[config.mk]
export PLATFORM = sky130hd
export DESIGN_NAME = lvds_ddr_sample_input_port
export DESIGN_NICKNAME = d
export VERILOG_FILES = /design/src/lvds_ddr_pkg.sv /design/src/lvds_ddr_sample_input_port.sv /design/src/lvds_ddr_sync.sv
export SDC_FILE = /design/constraint.sdc
export NUM_CORES = 1
export LEC_CHECK = 0
export BUFFER_PORTS_ARGS = -buffer_cell sky130_fd_sc_hd__buf_2
export CAP_MARGIN = 20
export CORE_MARGIN = 2
export CORE_UTILIZATION = 54
export DETAILED_ROUTE_END_ITERATION = 8
export PLACE_DENSITY = 0.86
export SYNTH_ARGS = -nofsm -noshare
export SYNTH_HDL_FRONTEND = slang
export SYNTH_HIERARCHICAL = 1
export SYNTH_SLANG_ARGS = --single-unit
[constraint.sdc]
create_clock -name ref_clk_i -period 2.1 [get_ports ref_clk_i]
set_input_delay 0.42 -clock ref_clk_i [delete_from_list [all_inputs] [get_ports ref_clk_i]]
set_output_delay 0.42 -clock ref_clk_i [all_outputs]
set_load 0.01 [all_outputs]
[src/lvds_ddr_pkg.sv]
package lvds_ddr_pkg;
  localparam int unsigned BUS_W     = 16;   // data lanes
  localparam int unsigned BYTE_W    = 8;    // lanes used in byte-wide mode
  localparam int unsigned SYNC_W    = 2;    // synchroniser depth
  localparam int unsigned CLK_HZ    = 40_000_000;
  localparam int unsigned LINK_NS   = 200;  // bench link clock period
  localparam logic [15:0] SAMPLE_RST = 16'h0000;
endpackage

[src/lvds_ddr_sample_input_port.sv]
`timescale 1ns/10ps
// Function
// - capture all sixteen data lanes on both rising and falling link clock edges
// - byte-wide or word-wide mode; upper lanes ignored in byte-wide mode
// - lane 15 word MSB, lane 7 byte MSB, lane 0 LSB unless bus reversal is set
// - bus-reversal bit swaps lane order, MSB to LSB and back
// - frame marker sampled on rising edge resets FIFO or acts as sync
// - frame marker sampled on falling edge usable as block parity bit
// - optional parity lane accompanies data; may be left unconnected
module lvds_ddr_sample_input_port (
  input  wire logic        ref_clk_i,           // 40 MHz system clock
  input  wire logic        reset_i,             // async reset, active high
  input  wire logic        source_sync_clock,   // link clock from source
  input  wire logic [15:0] data_lanes_i,        // differential data lanes
  input  wire logic        frame_marker_input,  // frame indicator
  input  wire logic        parity_lane_input,   // optional parity lane
  input  wire logic        byte_mode_i,         // 1: byte-wide, 0: word-wide
  input  wire logic        reverse_bus_i,       // 1: reverse lane order
  input  wire logic        frame_as_sync_i,     // 1: rise frame is sync, 0: fifo reset
  output logic [15:0]      sample_o,            // assembled sample
  output logic             sample_valid_o,      // one-cycle sample strobe
  output logic             sample_parity_o,     // parity lane with sample
  output logic             fifo_reset_o,        // one-cycle fifo reset pulse
  output logic             sync_pulse_o,        // one-cycle sync pulse
  output logic             block_parity_o,      // falling-edge frame sample
  output logic             block_parity_valid_o // one-cycle strobe for it
);
  localparam int unsigned W = lvds_ddr_pkg::BUS_W;
  localparam int unsigned B = lvds_ddr_pkg::BYTE_W;

  if (lvds_ddr_pkg::CLK_HZ / 1_000_000 * lvds_ddr_pkg::LINK_NS < 4_000)
  begin : g_rate_check
    $error("link clock too fast for edge sampling");
  end

  // all pin inputs and the link clock pass two flip-flops first
  logic [W+2:0] pins_s;
  lvds_ddr_sync #(.WIDTH(W + 3)) u_sync (
    .ref_clk_i (ref_clk_i),
    .reset_i   (reset_i),
    .async_i   ({source_sync_clock, parity_lane_input, frame_marker_input, data_lanes_i}),
    .sync_o    (pins_s)
  );

  logic [W-1:0] data_s;
  logic         frame_s;
  logic         parity_s;
  logic         lclk_s;
  logic         lclk_q;
  logic         rise_e;
  logic         fall_e;

  assign data_s   = pins_s[W-1:0];
  assign frame_s  = pins_s[W];
  assign parity_s = pins_s[W+1];
  assign lclk_s   = pins_s[W+2];

  always_ff @(posedge ref_clk_i or posedge reset_i)
  begin
    if (reset_i)
      lclk_q <= 1'b0;
    else
      lclk_q <= lclk_s;
  end

  assign rise_e = lclk_s & ~lclk_q;
  assign fall_e = ~lclk_s & lclk_q;

  // lane order, masking and reversal
  logic [W-1:0] lanes_d;
  always_comb
  begin
    lanes_d = data_s;
    if (byte_mode_i)
    begin
      lanes_d = {{(W-B){1'b0}}, data_s[B-1:0]};
      if (reverse_bus_i)
        for (int i = 0; i < B; i++)
          lanes_d[i] = data_s[B-1-i];
    end
    else if (reverse_bus_i)
    begin
      for (int i = 0; i < W; i++)
        lanes_d[i] = data_s[W-1-i];
    end
  end

  // byte pairing: first capture is the high byte
  logic         half_q;
  logic [B-1:0] hi_byte_q;
  always_ff @(posedge ref_clk_i or posedge reset_i)
  begin
    if (reset_i)
    begin
      half_q    <= 1'b0;
      hi_byte_q <= '0;
    end
    else if (rise_e && frame_s && !frame_as_sync_i)
      half_q <= 1'b0;  // frame realigns pairing
    else if (byte_mode_i && (rise_e || fall_e))
    begin
      half_q <= ~half_q;
      if (!half_q)
        hi_byte_q <= lanes_d[B-1:0];
    end
    else if (!byte_mode_i)
      half_q <= 1'b0;
  end

  // sample output on every link edge in word mode, every second edge in byte mode
  always_ff @(posedge ref_clk_i or posedge reset_i)
  begin
    if (reset_i)
    begin
      sample_o        <= lvds_ddr_pkg::SAMPLE_RST;
      sample_valid_o  <= 1'b0;
      sample_parity_o <= 1'b0;
    end
    else
    begin
      sample_valid_o <= 1'b0;
      if (rise_e || fall_e)
      begin
        sample_parity_o <= parity_s;
        if (!byte_mode_i)
        begin
          sample_o       <= lanes_d;
          sample_valid_o <= 1'b1;
        end
        else if (half_q)
        begin
          sample_o       <= {hi_byte_q, lanes_d[B-1:0]};
          sample_valid_o <= 1'b1;
        end
      end
    end
  end

  // frame marker: rising-edge use
  always_ff @(posedge ref_clk_i or posedge reset_i)
  begin
    if (reset_i)
    begin
      fifo_reset_o <= 1'b0;
      sync_pulse_o <= 1'b0;
    end
    else
    begin
      fifo_reset_o <= rise_e & frame_s & ~frame_as_sync_i;
      sync_pulse_o <= rise_e & frame_s & frame_as_sync_i;
    end
  end

  // frame marker: falling-edge use as parity
  always_ff @(posedge ref_clk_i or posedge reset_i)
  begin
    if (reset_i)
    begin
      block_parity_o       <= 1'b0;
      block_parity_valid_o <= 1'b0;
    end
    else
    begin
      block_parity_valid_o <= fall_e;
      if (fall_e)
        block_parity_o <= frame_s;
    end
  end

  // checks
  a_word_capture: assert property (@(posedge ref_clk_i) disable iff (reset_i)
    ((rise_e || fall_e) && !byte_mode_i) |=> sample_valid_o)
    else $error("word capture missed a link edge");

  a_quiet_link: assert property (@(posedge ref_clk_i) disable iff (reset_i)
    !(rise_e || fall_e) |=> !sample_valid_o && !block_parity_valid_o)
    else $error("strobe without a link edge");

  a_byte_mask: assert property (@(posedge ref_clk_i) disable iff (reset_i)
    byte_mode_i |-> lanes_d[W-1:B] == '0)
    else $error("upper lanes leaked in byte mode");

  a_reverse_word: assert property (@(posedge ref_clk_i) disable iff (reset_i)
    (reverse_bus_i && !byte_mode_i)
      |-> (lanes_d[0] == data_s[W-1] && lanes_d[W-1] == data_s[0]))
    else $error("word reversal wrong");

  a_reverse_byte: assert property (@(posedge ref_clk_i) disable iff (reset_i)
    (reverse_bus_i && byte_mode_i) |-> (lanes_d[0] == data_s[B-1] && lanes_d[B-1] == data_s[0]))
    else $error("byte reversal wrong");

  a_lane_order: assert property (@(posedge ref_clk_i) disable iff (reset_i)
    (!reverse_bus_i && byte_mode_i) |-> lanes_d[B-1:0] == data_s[B-1:0])
    else $error("byte lane order wrong");

  a_fifo_reset: assert property (@(posedge ref_clk_i) disable iff (reset_i)
    (rise_e && frame_s && !frame_as_sync_i) |=> fifo_reset_o && !sync_pulse_o)
    else $error("fifo reset not raised");

  a_sync_raise: assert property (@(posedge ref_clk_i) disable iff (reset_i)
    (rise_e && frame_s && frame_as_sync_i) |=> sync_pulse_o && !fifo_reset_o)
    else $error("sync pulse not raised");

  a_sync_pulse: assert property (@(posedge ref_clk_i) disable iff (reset_i)
    sync_pulse_o |-> $past(rise_e) && $past(frame_s) && $past(frame_as_sync_i))
    else $error("sync pulse without cause");

  a_block_parity: assert property (@(posedge ref_clk_i) disable iff (reset_i)
    fall_e |=> block_parity_valid_o && block_parity_o == $past(frame_s))
    else $error("block parity not captured");

  a_parity_pass: assert property (@(posedge ref_clk_i) disable iff (reset_i)
    (rise_e || fall_e) |=> sample_parity_o == $past(parity_s))
    else $error("parity lane not carried");

  a_byte_first: assert property (@(posedge ref_clk_i) disable iff (reset_i)
    (byte_mode_i && (rise_e || fall_e) && !half_q) |=> !sample_valid_o)
    else $error("sample strobed on a first byte");

  a_byte_pair: assert property (@(posedge ref_clk_i) disable iff (reset_i)
    (byte_mode_i && sample_valid_o) |-> sample_o[B-1:0] == $past(lanes_d[B-1:0]))
    else $error("byte pair low half wrong");
endmodule

[src/lvds_ddr_sync.sv]
`timescale 1ns/10ps
// two-stage synchroniser, one per bit
module lvds_ddr_sync #(
  parameter int unsigned WIDTH = 1
) (
  input  wire logic             ref_clk_i,  // sampling clock
  input  wire logic             reset_i,    // async, active high
  input  wire logic [WIDTH-1:0] async_i,    // asynchronous input
  output logic      [WIDTH-1:0] sync_o      // synchronised output
);
  logic [WIDTH-1:0] meta_q;

  if (WIDTH < 1)
  begin : g_width_check
    $error("sync width must be at least one");
  end

  always_ff @(posedge ref_clk_i or posedge reset_i)
  begin
    if (reset_i)
    begin
      meta_q <= '0;
      sync_o <= '0;
    end
    else
    begin
      meta_q <= async_i;
      sync_o <= meta_q;
    end
  end
endmodule

==> results of run 1 <==
## final cells by class
cell class,count,area (µm²),area share (%)
multi-input cells,83,731,23.5
clock inverters,5,129,4.15
clock buffers,11,151,4.87
well taps,54,67.6,2.17
flip-flops and latches,70,1750,56.4
inverters,5,18.8,0.604
repair buffers,49,258,8.30
## state kept, by name, indices dropped and copies added (netlist names)
register              flops
u_sync/meta_q            19
u_sync/sync_o            19
sample_o                 16
hi_byte_q                 8
block_parity_o            1
block_parity_valid_o      1
fifo_reset_o              1
half_q                    1
lclk_q                    1
sample_parity_o           1
sample_valid_o            1
sync_pulse_o              1
## final timing paths
path                       cells past startpoint               from  slack (ps)           endpoint
min                                            1   data_lanes_i[10]         180  u_sync/meta_q[10]
min reg2reg                                    0  u_sync/meta_q[18]         340  u_sync/sync_o[18]
max                                            4  u_sync/sync_o[18]         380        sample_o[1]
max in group asynchronous                      4            reset_i         980   u_sync/sync_o[0]
min in group asynchronous                      3            reset_i         500  u_sync/sync_o[18]
max reg2reg                                    4  u_sync/sync_o[18]         380        sample_o[1]
## metrics by stage
stage               cell area [µm²]  setup WS (ps)  total power, W  utilization, %
floorplan                      2560            557         0.00204               -
finish                         3110            376         0.00365            66.7
CTS                            3110            363         0.00369            66.7
detailed placement             2820            382         0.00223            60.4
global placement               2820            468         0.00220            60.4
global route                   3110            327         0.00382            66.7
## kinds of logic (layout without fill, tap and decap cells)
group | count (synthesis) | in the layout | synth area share, %
flops | 70 | 70 | 68.4
xor+xnor | 1 | 1 | 0.342
fa+ha+maj | 2 | 2 | 0.977
mux | 42 | 42 | 19.0
buf+inv | 12 | 70 | 3.08
simple gates | 22 | 22 | 5.08
compound gates | 16 | 16 | 3.13
## layout by cell type (no fill, tap or decap), types with 3 or more instances in the layout
| cell | Yosys | layout |
|---|---|---|
| a21oi_1 | 8 | 8 |
| dfrtp_1 | 70 | 70 |
| inv_1 | 5 | 5 |
| nor2_1 | 8 | 8 |
| bufinv_16 | 0 | 4 |
| clkbuf_8 | 0 | 11 |
| buf_4 | 2 | 3 |
| mux2i_1 | 16 | 16 |
| o21ai_0 | 8 | 8 |
| nand2_1 | 8 | 8 |
| mux2_4 | 9 | 9 |
| buf_2 | 2 | 45 |
| mux2_2 | 17 | 17 |
## layer usage
layer	share of wire [%]	routed length [µm]	GRT usage (%)
met1	47	1840	23.4
met4	1.4	53	8.64
met3	4.8	188	5.80
met2	47	1830	24.0
met5	0	0	0
## power by group through the flow
| stage | sequential [W] | combinational (W) | clock (W) |
|---|---|---|---|
| floorplan | 0.00171 | 0.000330 | 0 |
| global placement | 0.00167 | 0.000529 | 0 |
| detailed placement | 0.00168 | 0.000553 | 0 |
| CTS | 0.00166 | 0.000558 | 0.00148 |
| global route | 0.00168 | 0.000600 | 0.00155 |
| finish | 0.00165 | 0.000548 | 0.00145 |
## critical path: cells and delay by family (launching register included)
kind | cells | cell delay [ps]
mux | 1 | 390
fa+ha+maj | 1 | 410
buf+inv | 1 | 60
flops | 1 | 380
simple gates | 1 | 370
## what timing repair did
action,in CTS,in global routing
hold buffers,1,0
setup buffers,0,0
endpoints found under the hold margin,3,0
==> flow_metrics.tcl, run 1 <==
set metrics [dict create \
    outcome "finished, final reports clean" \
    hp-class "primary input to flop" \
    path_class "flop to flop" \
    ir_worst_vdd_mv 0.754 \
    antennaDiodeCount 0 \
    hold_viol 0 \
    p_per_area_nw_per_um2 1170 \
    via_per_inst 4.91 \
    worst_setup_path_start_kind "flop" \
    dieWidth_um 72.9 \
    synth_area_leaders "dfrtp_1, mux2_2, mux2i_1, mux2_4, a21oi_1" \
    drtIter0Drc 99 \
    routedWlPerCell_um 14.1 \
    place_congestion 0.736 \
    clk_pin_slew_ps 70 \
    yosysUniqueCellTypes 21 \
    grt_max_degree 36 \
    syn2layout_area_growth_pct 21.3 \
    synth-main-ff-cell "dfrtp_1" \
    clock-root-buffer "clkbuf_8" \
    stdcell_count 277 \
    cpMaxStageDelayCell "ha_1" \
    max_stage_delay_ps 410 \
    ys_ff_latch 70 \
    post-route-min-period_ps 1720 \
    cp_cell_sequence "inv_1 -> ha_1 -> nor2_8 -> mux2_2" \
    switching_power_w 0.000822 \
    firstDrtPassIters 4 \
    max_freq_mhz 580 \
    synth_top_cell_area_share_pct 68.4 \
    ant_nets 0 \
    coreArea_um2 4660 \
    rsz0062_at_grt "false" \
    hold-worst-slack_ps 181 \
    tns_ps 0 \
    p_sw_share_pct 22.5 \
    overflow 0 \
    crit_fanout 17 \
    io_pins 46 \
    maxCapViolations 0 \
    pwr-share-comb_pct 15.0 \
    synth_enable_flop_cells 0 \
    tightest_slew_ps 454 \
    synth_most_common_cell "dfrtp_1" \
    die_h_um 72.9 \
    antenna_found_initial 0 \
    netlist_area_um2 2560 \
    die-area_um2 5310 \
    synth_area_leader_cell "dfrtp_1" \
    cts_tree "built" \
    relSlewSlack_pct 69.8 \
    syn_inst 165 \
    cts_sinks 70 \
    core.rowCount 25 \
    post-route-period-util_pct 82.1 \
    skew_ps 8.96 \
    p_int_w 0.00283 \
    crit_path_end_kind "flop" \
    start_util_pct 55.0 \
    setup_violations 0 \
    avgSynthCellArea_um2 15.5 \
    grt_usage_pct 16.9 \
    num-fill-cells 320 \
    synth_fp_nets 191 \
    final_max_slew_viol_count 0 \
    yosysSeqAreaShare_pct 68.4 \
    hpwl_um 2720 \
    cp.required_ps 2320 \
    drive_gt1_share_pct 41.7 \
    cts.path.max_buffers 2 \
    final_nets 244 \
    grt_pass1_wl_um 6420 \
    synthTopCellsByCount "dfrtp_1, mux2_2, mux2i_1" \
    vias 1359 \
    cts_buffers 9 \
    cts_htree_levels 3 \
    arrival_ps 1940 \
    wirelength_um 3910 \
    pwr-share-clk_pct 39.7 \
    port_buffers 45 \
    grt_pass1_vias 1344 \
    p_leak_nw 1.53 \
    yosysWarnings 6 \
    seq_power_share_pct 45.3 \
    async_flop_share_pct 100 \
    clk_latency_ps 340 \
    ctsResizeCount 0 \
    post-route-drc-count 0 \
    dp.cells 260 \
]
Note: power is estimated with default switching activity, not from simulation.
==> run 2, diff against run 1 <==
Settings changed: ABC_AREA set to 1, PLACE_DENSITY 0.86 to 0.85.
Clock period 2.1 ns to 1.8 ns, I/O delays scaled along.
==> flow_metrics.tcl, run 2 <==
set metrics [dict create \
    outcome "finished, final reports clean" \
    dp.cells 347 \
    cts_sinks 70 \
    setup_violations 0 \
    coreArea_um2 4690 \
    antennaDiodeCount 0 \
    cp_num_buf_inv 3 \
    synth_xor_area_share_pct 0 \
    arrival_ps 1720 \
    cp.required_ps 2040 \
    cts-hold-fix-buffers 0 \
    yosysSeqAreaShare_pct 67.0 \
    grt_pass1_vias 1643 \
    grt_pass1_wl_um 7380 \
    cts_tree "built" \
    rsz0062_at_grt "false" \
    num-fill-cells 347 \
    cp_cell_sequence "inv_1 -> ha_1 -> inv_2 -> nand3_2 -> inv_1 -> nand2_2 -> nand2_1 -> nand2_1" \
    maxCapViolations 0 \
    yosysWarnings 6 \
    via_per_inst 4.94 \
    stdcell_count 362 \
    final_nets 330 \
    max_stage_delay_ps 370 \
    cts.path.max_buffers 2 \
    yosysUniqueCellTypes 19 \
    die_h_um 73.6 \
    synthTopCellsByCount "nand2_1, dfrtp_1, nand3_1" \
    clk_pin_slew_ps 70 \
    cp_top_family "simple AND/OR/NAND/NOR gates" \
    cts_setup_buffers 0 \
    vias 1789 \
    dieWidth_um 73.6 \
    synth_area_leaders "dfrtp_1, nand2_1, nand3_1, inv_1, or2_2" \
    synth-simple-area-share_pct 25.9 \
    post-route-min-period_ps 1480 \
    syn_inst 254 \
    grt_usage_pct 18.7 \
    clock-root-buffer "clkbuf_8" \
    ant_nets 0 \
    hold_viol 0 \
    synth_compound_area_share_pct 0.192 \
    cts_buffers 9 \
    clk_latency_ps 340 \
    start_util_pct 55.7 \
    p_leak_nw 1.65 \
    post-route-drc-count 0 \
    syn2layout_area_growth_pct 17.1 \
    wirelength_um 4330 \
    synth_fp_nets 280 \
    crit_fanout 8 \
    layout_common_cells "nand2_1, dfrtp_1, buf_2" \
    overflow 0 \
    synth-main-ff-cell "dfrtp_1" \
    final_max_slew_viol_count 0 \
    routedWlPerCell_um 12.0 \
    final_common_cell "nand2_1" \
    ir_worst_vdd_mv 1.00 \
    place_congestion 0.799 \
    tns_ps 0 \
    ctsResizeCount 0 \
    synth_enable_flop_cells 0 \
    max_freq_mhz 674 \
    avgSynthCellArea_um2 10.3 \
    synth_top_family_by_area "simple AND/OR/NAND/NOR gates" \
    io_pins 46 \
    core.rowCount 25 \
    synth_top_cell_area_share_pct 67.0 \
    crit_path_end_kind "flop" \
    firstDrtPassIters 4 \
    drtIter0Drc 150 \
    antenna_found_initial 0 \
    die-area_um2 5410 \
    ys_ff_latch 70 \
    synth_most_common_cell "nand2_1" \
    port_buffers 45 \
    synth_area_leader_cell "dfrtp_1" \
    netlist_area_um2 2610 \
    post-route-period-util_pct 82.5 \
    synthMuxAreaShare_pct 0.431 \
    top_regs "u_sync/meta_q x19, u_sync/sync_o x19, sample_o x16" \
    cpMaxStageDelayCell "dfrtp_1" \
    path_class "flop to flop" \
    async_flop_share_pct 100 \
    hpwl_um 3030 \
    tightest_slew_ps 426 \
    grt_max_degree 39 \
    p_per_area_nw_per_um2 1200 \
    skew_ps 8.23 \
    synthAdderAreaFrac_pct 0.958 \
    drive_gt1_share_pct 25.0 \
    relSlewSlack_pct 71.6 \
    worst_setup_path_start_kind "flop" \
    cts_htree_levels 3 \
    hp-class "primary input to asynchronous set/reset pin" \
]
==> run 2: cell types whose count changed after synthesis, moves of 5 or more <==
| cell | delta |
|---|---|
| mux2_4 | -9 |
| nand2_1 | +93 |
| mux2_2 | -16 |
| mux2i_1 | -16 |
| inv_1 | +10 |
| nor2_1 | -5 |
| o21ai_0 | -8 |
| or2_2 | +6 |
| nand3_1 | +36 |
| a21oi_1 | -7 |
==> run 2: kinds of logic after synthesis <==
kind of cell,after synthesis
flops,70
compound gates,1
buf+inv,27
simple gates,153
mux,1
fa+ha+maj,2
==> run 2: per-stage QoR <==
| stage | worst slack, ps | power [W] | utilization (%) | area [µm²] | hold slack [ps] |
|---|---|---|---|---|---|
| after floorplan | 521 | 0.00222 | - | 2610 | 331 |
| after global placement | 438 | 0.00239 | 60.9 | 2860 | 331 |
| after detailed placement | 347 | 0.00241 | 60.9 | 2860 | 335 |
| after CTS | 334 | 0.00371 | 65.2 | 3060 | 111 |
| after global routing | 238 | 0.00387 | 65.2 | 3060 | 110 |
| final | 315 | 0.00369 | 65.2 | 3060 | 108 |
==> run 2: worst paths after layout <==
| check | startpoint | to | slack, ps | cells past startpoint |
|---|---|---|---|---|
| max | u_sync/sync_o[18] | hi_byte_q[5] | 320 | 8 |
| min | reset_i | block_parity_valid_o | 110 | 3 |
| max reg2reg | u_sync/sync_o[18] | hi_byte_q[5] | 320 | 8 |
| min reg2reg | u_sync/meta_q[7] | u_sync/sync_o[7] | 350 | 0 |
| max in group asynchronous | reset_i | u_sync/sync_o[4] | 1380 | 3 |
| min in group ref_clk_i | parity_lane_input | u_sync/meta_q[17] | 120 | 1 |
==> run 2: final cells by class <==
class | instances | area [µm²] | area share [%]
flip-flops and latches | 70 | 1750 | 57.2
multi-input cells | 157 | 717 | 23.4
repair buffers | 48 | 248 | 8.09
clock buffers | 11 | 131 | 4.29
clock inverters | 4 | 72.6 | 2.37
inverters | 18 | 72.6 | 2.37
well taps | 54 | 67.6 | 2.21
==> run 2: worst register-to-register path, stage by stage (launching register included) <==
cell and delay, ps:
dfrtp_1 370, inv_1 60, ha_1 340, inv_2 120, nand3_2 120, inv_1 100
nand2_2 120, nand2_1 110, nand2_1 50
==> run 2: power by group <==
group	switching, W	total, W	internal (W)
clock	0.000530	0.00130	0.000770
combinational	0.000317	0.000522	0.000205
sequential	0.0000961	0.00186	0.00177
total	0.000943	0.00369	0.00274
==> run 2: layer usage <==
metal  track usage (%)  vias to the layer above  part of all wire [%]
met3              6.31                       10                   6.7
met2              27.9                       69                    44
met1              24.7                      821                    46
li1                  -                      889                     -
met5                 0                        -                     0
met4              9.09                        0                   2.4
==> run 3, diff against run 2 <==
Clock period 1.8 ns to 1.6 ns, I/O delays scaled along.
==> flow_metrics.tcl, run 3 (same netlist as run 2, synthesis figures left out) <==
set metrics [dict create \
    grt_usage_pct 18.8 \
    outcome "finished, final reports clean" \
    tns_ps 0 \
    crit_path_end_kind "flop" \
    place_congestion 0.786 \
    cts.path.max_buffers 2 \
    ant_nets 0 \
    grt_max_degree 39 \
    final_common_cell "nand2_1" \
    max_freq_mhz 676 \
    die_h_um 73.6 \
    dieWidth_um 73.6 \
    post-route-period-util_pct 92.5 \
    top_regs "u_sync/meta_q x19, u_sync/sync_o x19, sample_o x16" \
    cts_sinks 70 \
    drive_gt1_share_pct 25.3 \
    hp-class "primary input to asynchronous set/reset pin" \
    pwr-share-comb_pct 13.6 \
    num-fill-cells 358 \
    switching_power_w 0.00106 \
    hpwl_um 2960 \
    wirelength_um 4400 \
    grt_pass1_wl_um 7430 \
    core.rowCount 25 \
    clk_pin_slew_ps 70 \
    p_sw_share_pct 24.4 \
    crit_fanout 8 \
    arrival_ps 1710 \
    p_per_area_nw_per_um2 1410 \
    seq_power_share_pct 48.2 \
    setup_violations 0 \
    final_nets 330 \
    final_max_slew_viol_count 0 \
    drtIter0Drc 133 \
    hold_viol 0 \
    path_class "flop to flop" \
    pwr-share-clk_pct 38.1 \
    antennaDiodeCount 0 \
    cts_tree "built" \
    worst_setup_path_start_kind "flop" \
    cts_setup_buffers 0 \
    tightest_slew_ps 431 \
    post-route-min-period_ps 1480 \
    rsz0062_at_grt "false" \
    p_leak_nw 1.67 \
    routedWlPerCell_um 12.1 \
    p_int_w 0.00329 \
    post-route-drc-count 0 \
    vias 1776 \
    cts_buffers 9 \
    cp.required_ps 1830 \
    via_per_inst 4.91 \
    coreArea_um2 4690 \
    firstDrtPassIters 4 \
    ir_worst_vdd_mv 0.819 \
    relSlewSlack_pct 71.3 \
    overflow 0 \
    start_util_pct 55.7 \
    grt_pass1_vias 1658 \
    ctsResizeCount 0 \
    cts-hold-fix-buffers 0 \
    hold-worst-slack_ps 68.7 \
    die-area_um2 5410 \
    cts_htree_levels 3 \
    clock-root-buffer "clkbuf_8" \
    maxCapViolations 0 \
    layout_common_cells "nand2_1, dfrtp_1, buf_2" \
    skew_ps 7.45 \
    io_pins 46 \
    antenna_found_initial 0 \
    port_buffers 45 \
    clk_latency_ps 340 \
    syn2layout_area_growth_pct 18.4 \
]
## run 3: per-layer routing
layer	GRT usage [%]	vias to the layer above	wire (µm)
met3	6.58	5	270
li1	-	888	-
met5	0	-	0
met2	27.6	60	1980
met1	25.6	823	2090
met4	8.28	0	48
## run 3: worst max-delay path, cell delays in order, from the launching register on
cell,delay (ps)
dfrtp_1,370
inv_1,50
ha_1,330
inv_2,120
nand3_2,130
inv_1,100
nand2_2,110
nand2_1,110
nand2_1,60
## run 3: path summary, 6_finish.rpt
kind                                    startpoint           endpoint  slack (ps)  cells past startpoint
worst min register to register   u_sync/meta_q[16]  u_sync/sync_o[16]         350                      0
worst max-delay path             u_sync/sync_o[18]       hi_byte_q[5]         120                      8
max in group asynchronous                  reset_i  u_sync/sync_o[10]        1210                      3
worst min-delay path                       reset_i       hi_byte_q[6]          70                      3
worst max register to register   u_sync/sync_o[18]       hi_byte_q[5]         120                      8
min in group ref_clk_i          frame_marker_input  u_sync/meta_q[16]          90                      1
## run 3: power by group through the flow
stage	logic [W]	registers, W	clock network (W)
after floorplan	0.000335	0.00217	0
after global placement	0.000566	0.00212	0
after detailed placement	0.000592	0.00213	0
after CTS	0.000597	0.00210	0.00169
after global routing	0.000675	0.00212	0.00176
final	0.000591	0.00210	0.00166
## run 3: metrics by stage
stage	setup slack (ps)	cells	area, µm²	util [%]	total power, W
after floorplan	321	254	2610	-	0.00250
after global placement	237	347	2860	60.9	0.00269
after detailed placement	147	347	2860	60.9	0.00272
after CTS	112	362	3090	65.9	0.00439
after global routing	14.5	362	3090	65.9	0.00456
final	120	362	3090	65.9	0.00435
## run 3: area by class of cell
cell class,count,area [µm²],share of cell area (%)
clock buffer,11,141,4.57
multi-input combinational,157,717,23.2
inverter,18,72.6,2.35
sequential,70,1750,56.6
clock inverter,4,95.1,3.07
tap,54,67.6,2.18
timing repair buffer,48,248,8.01
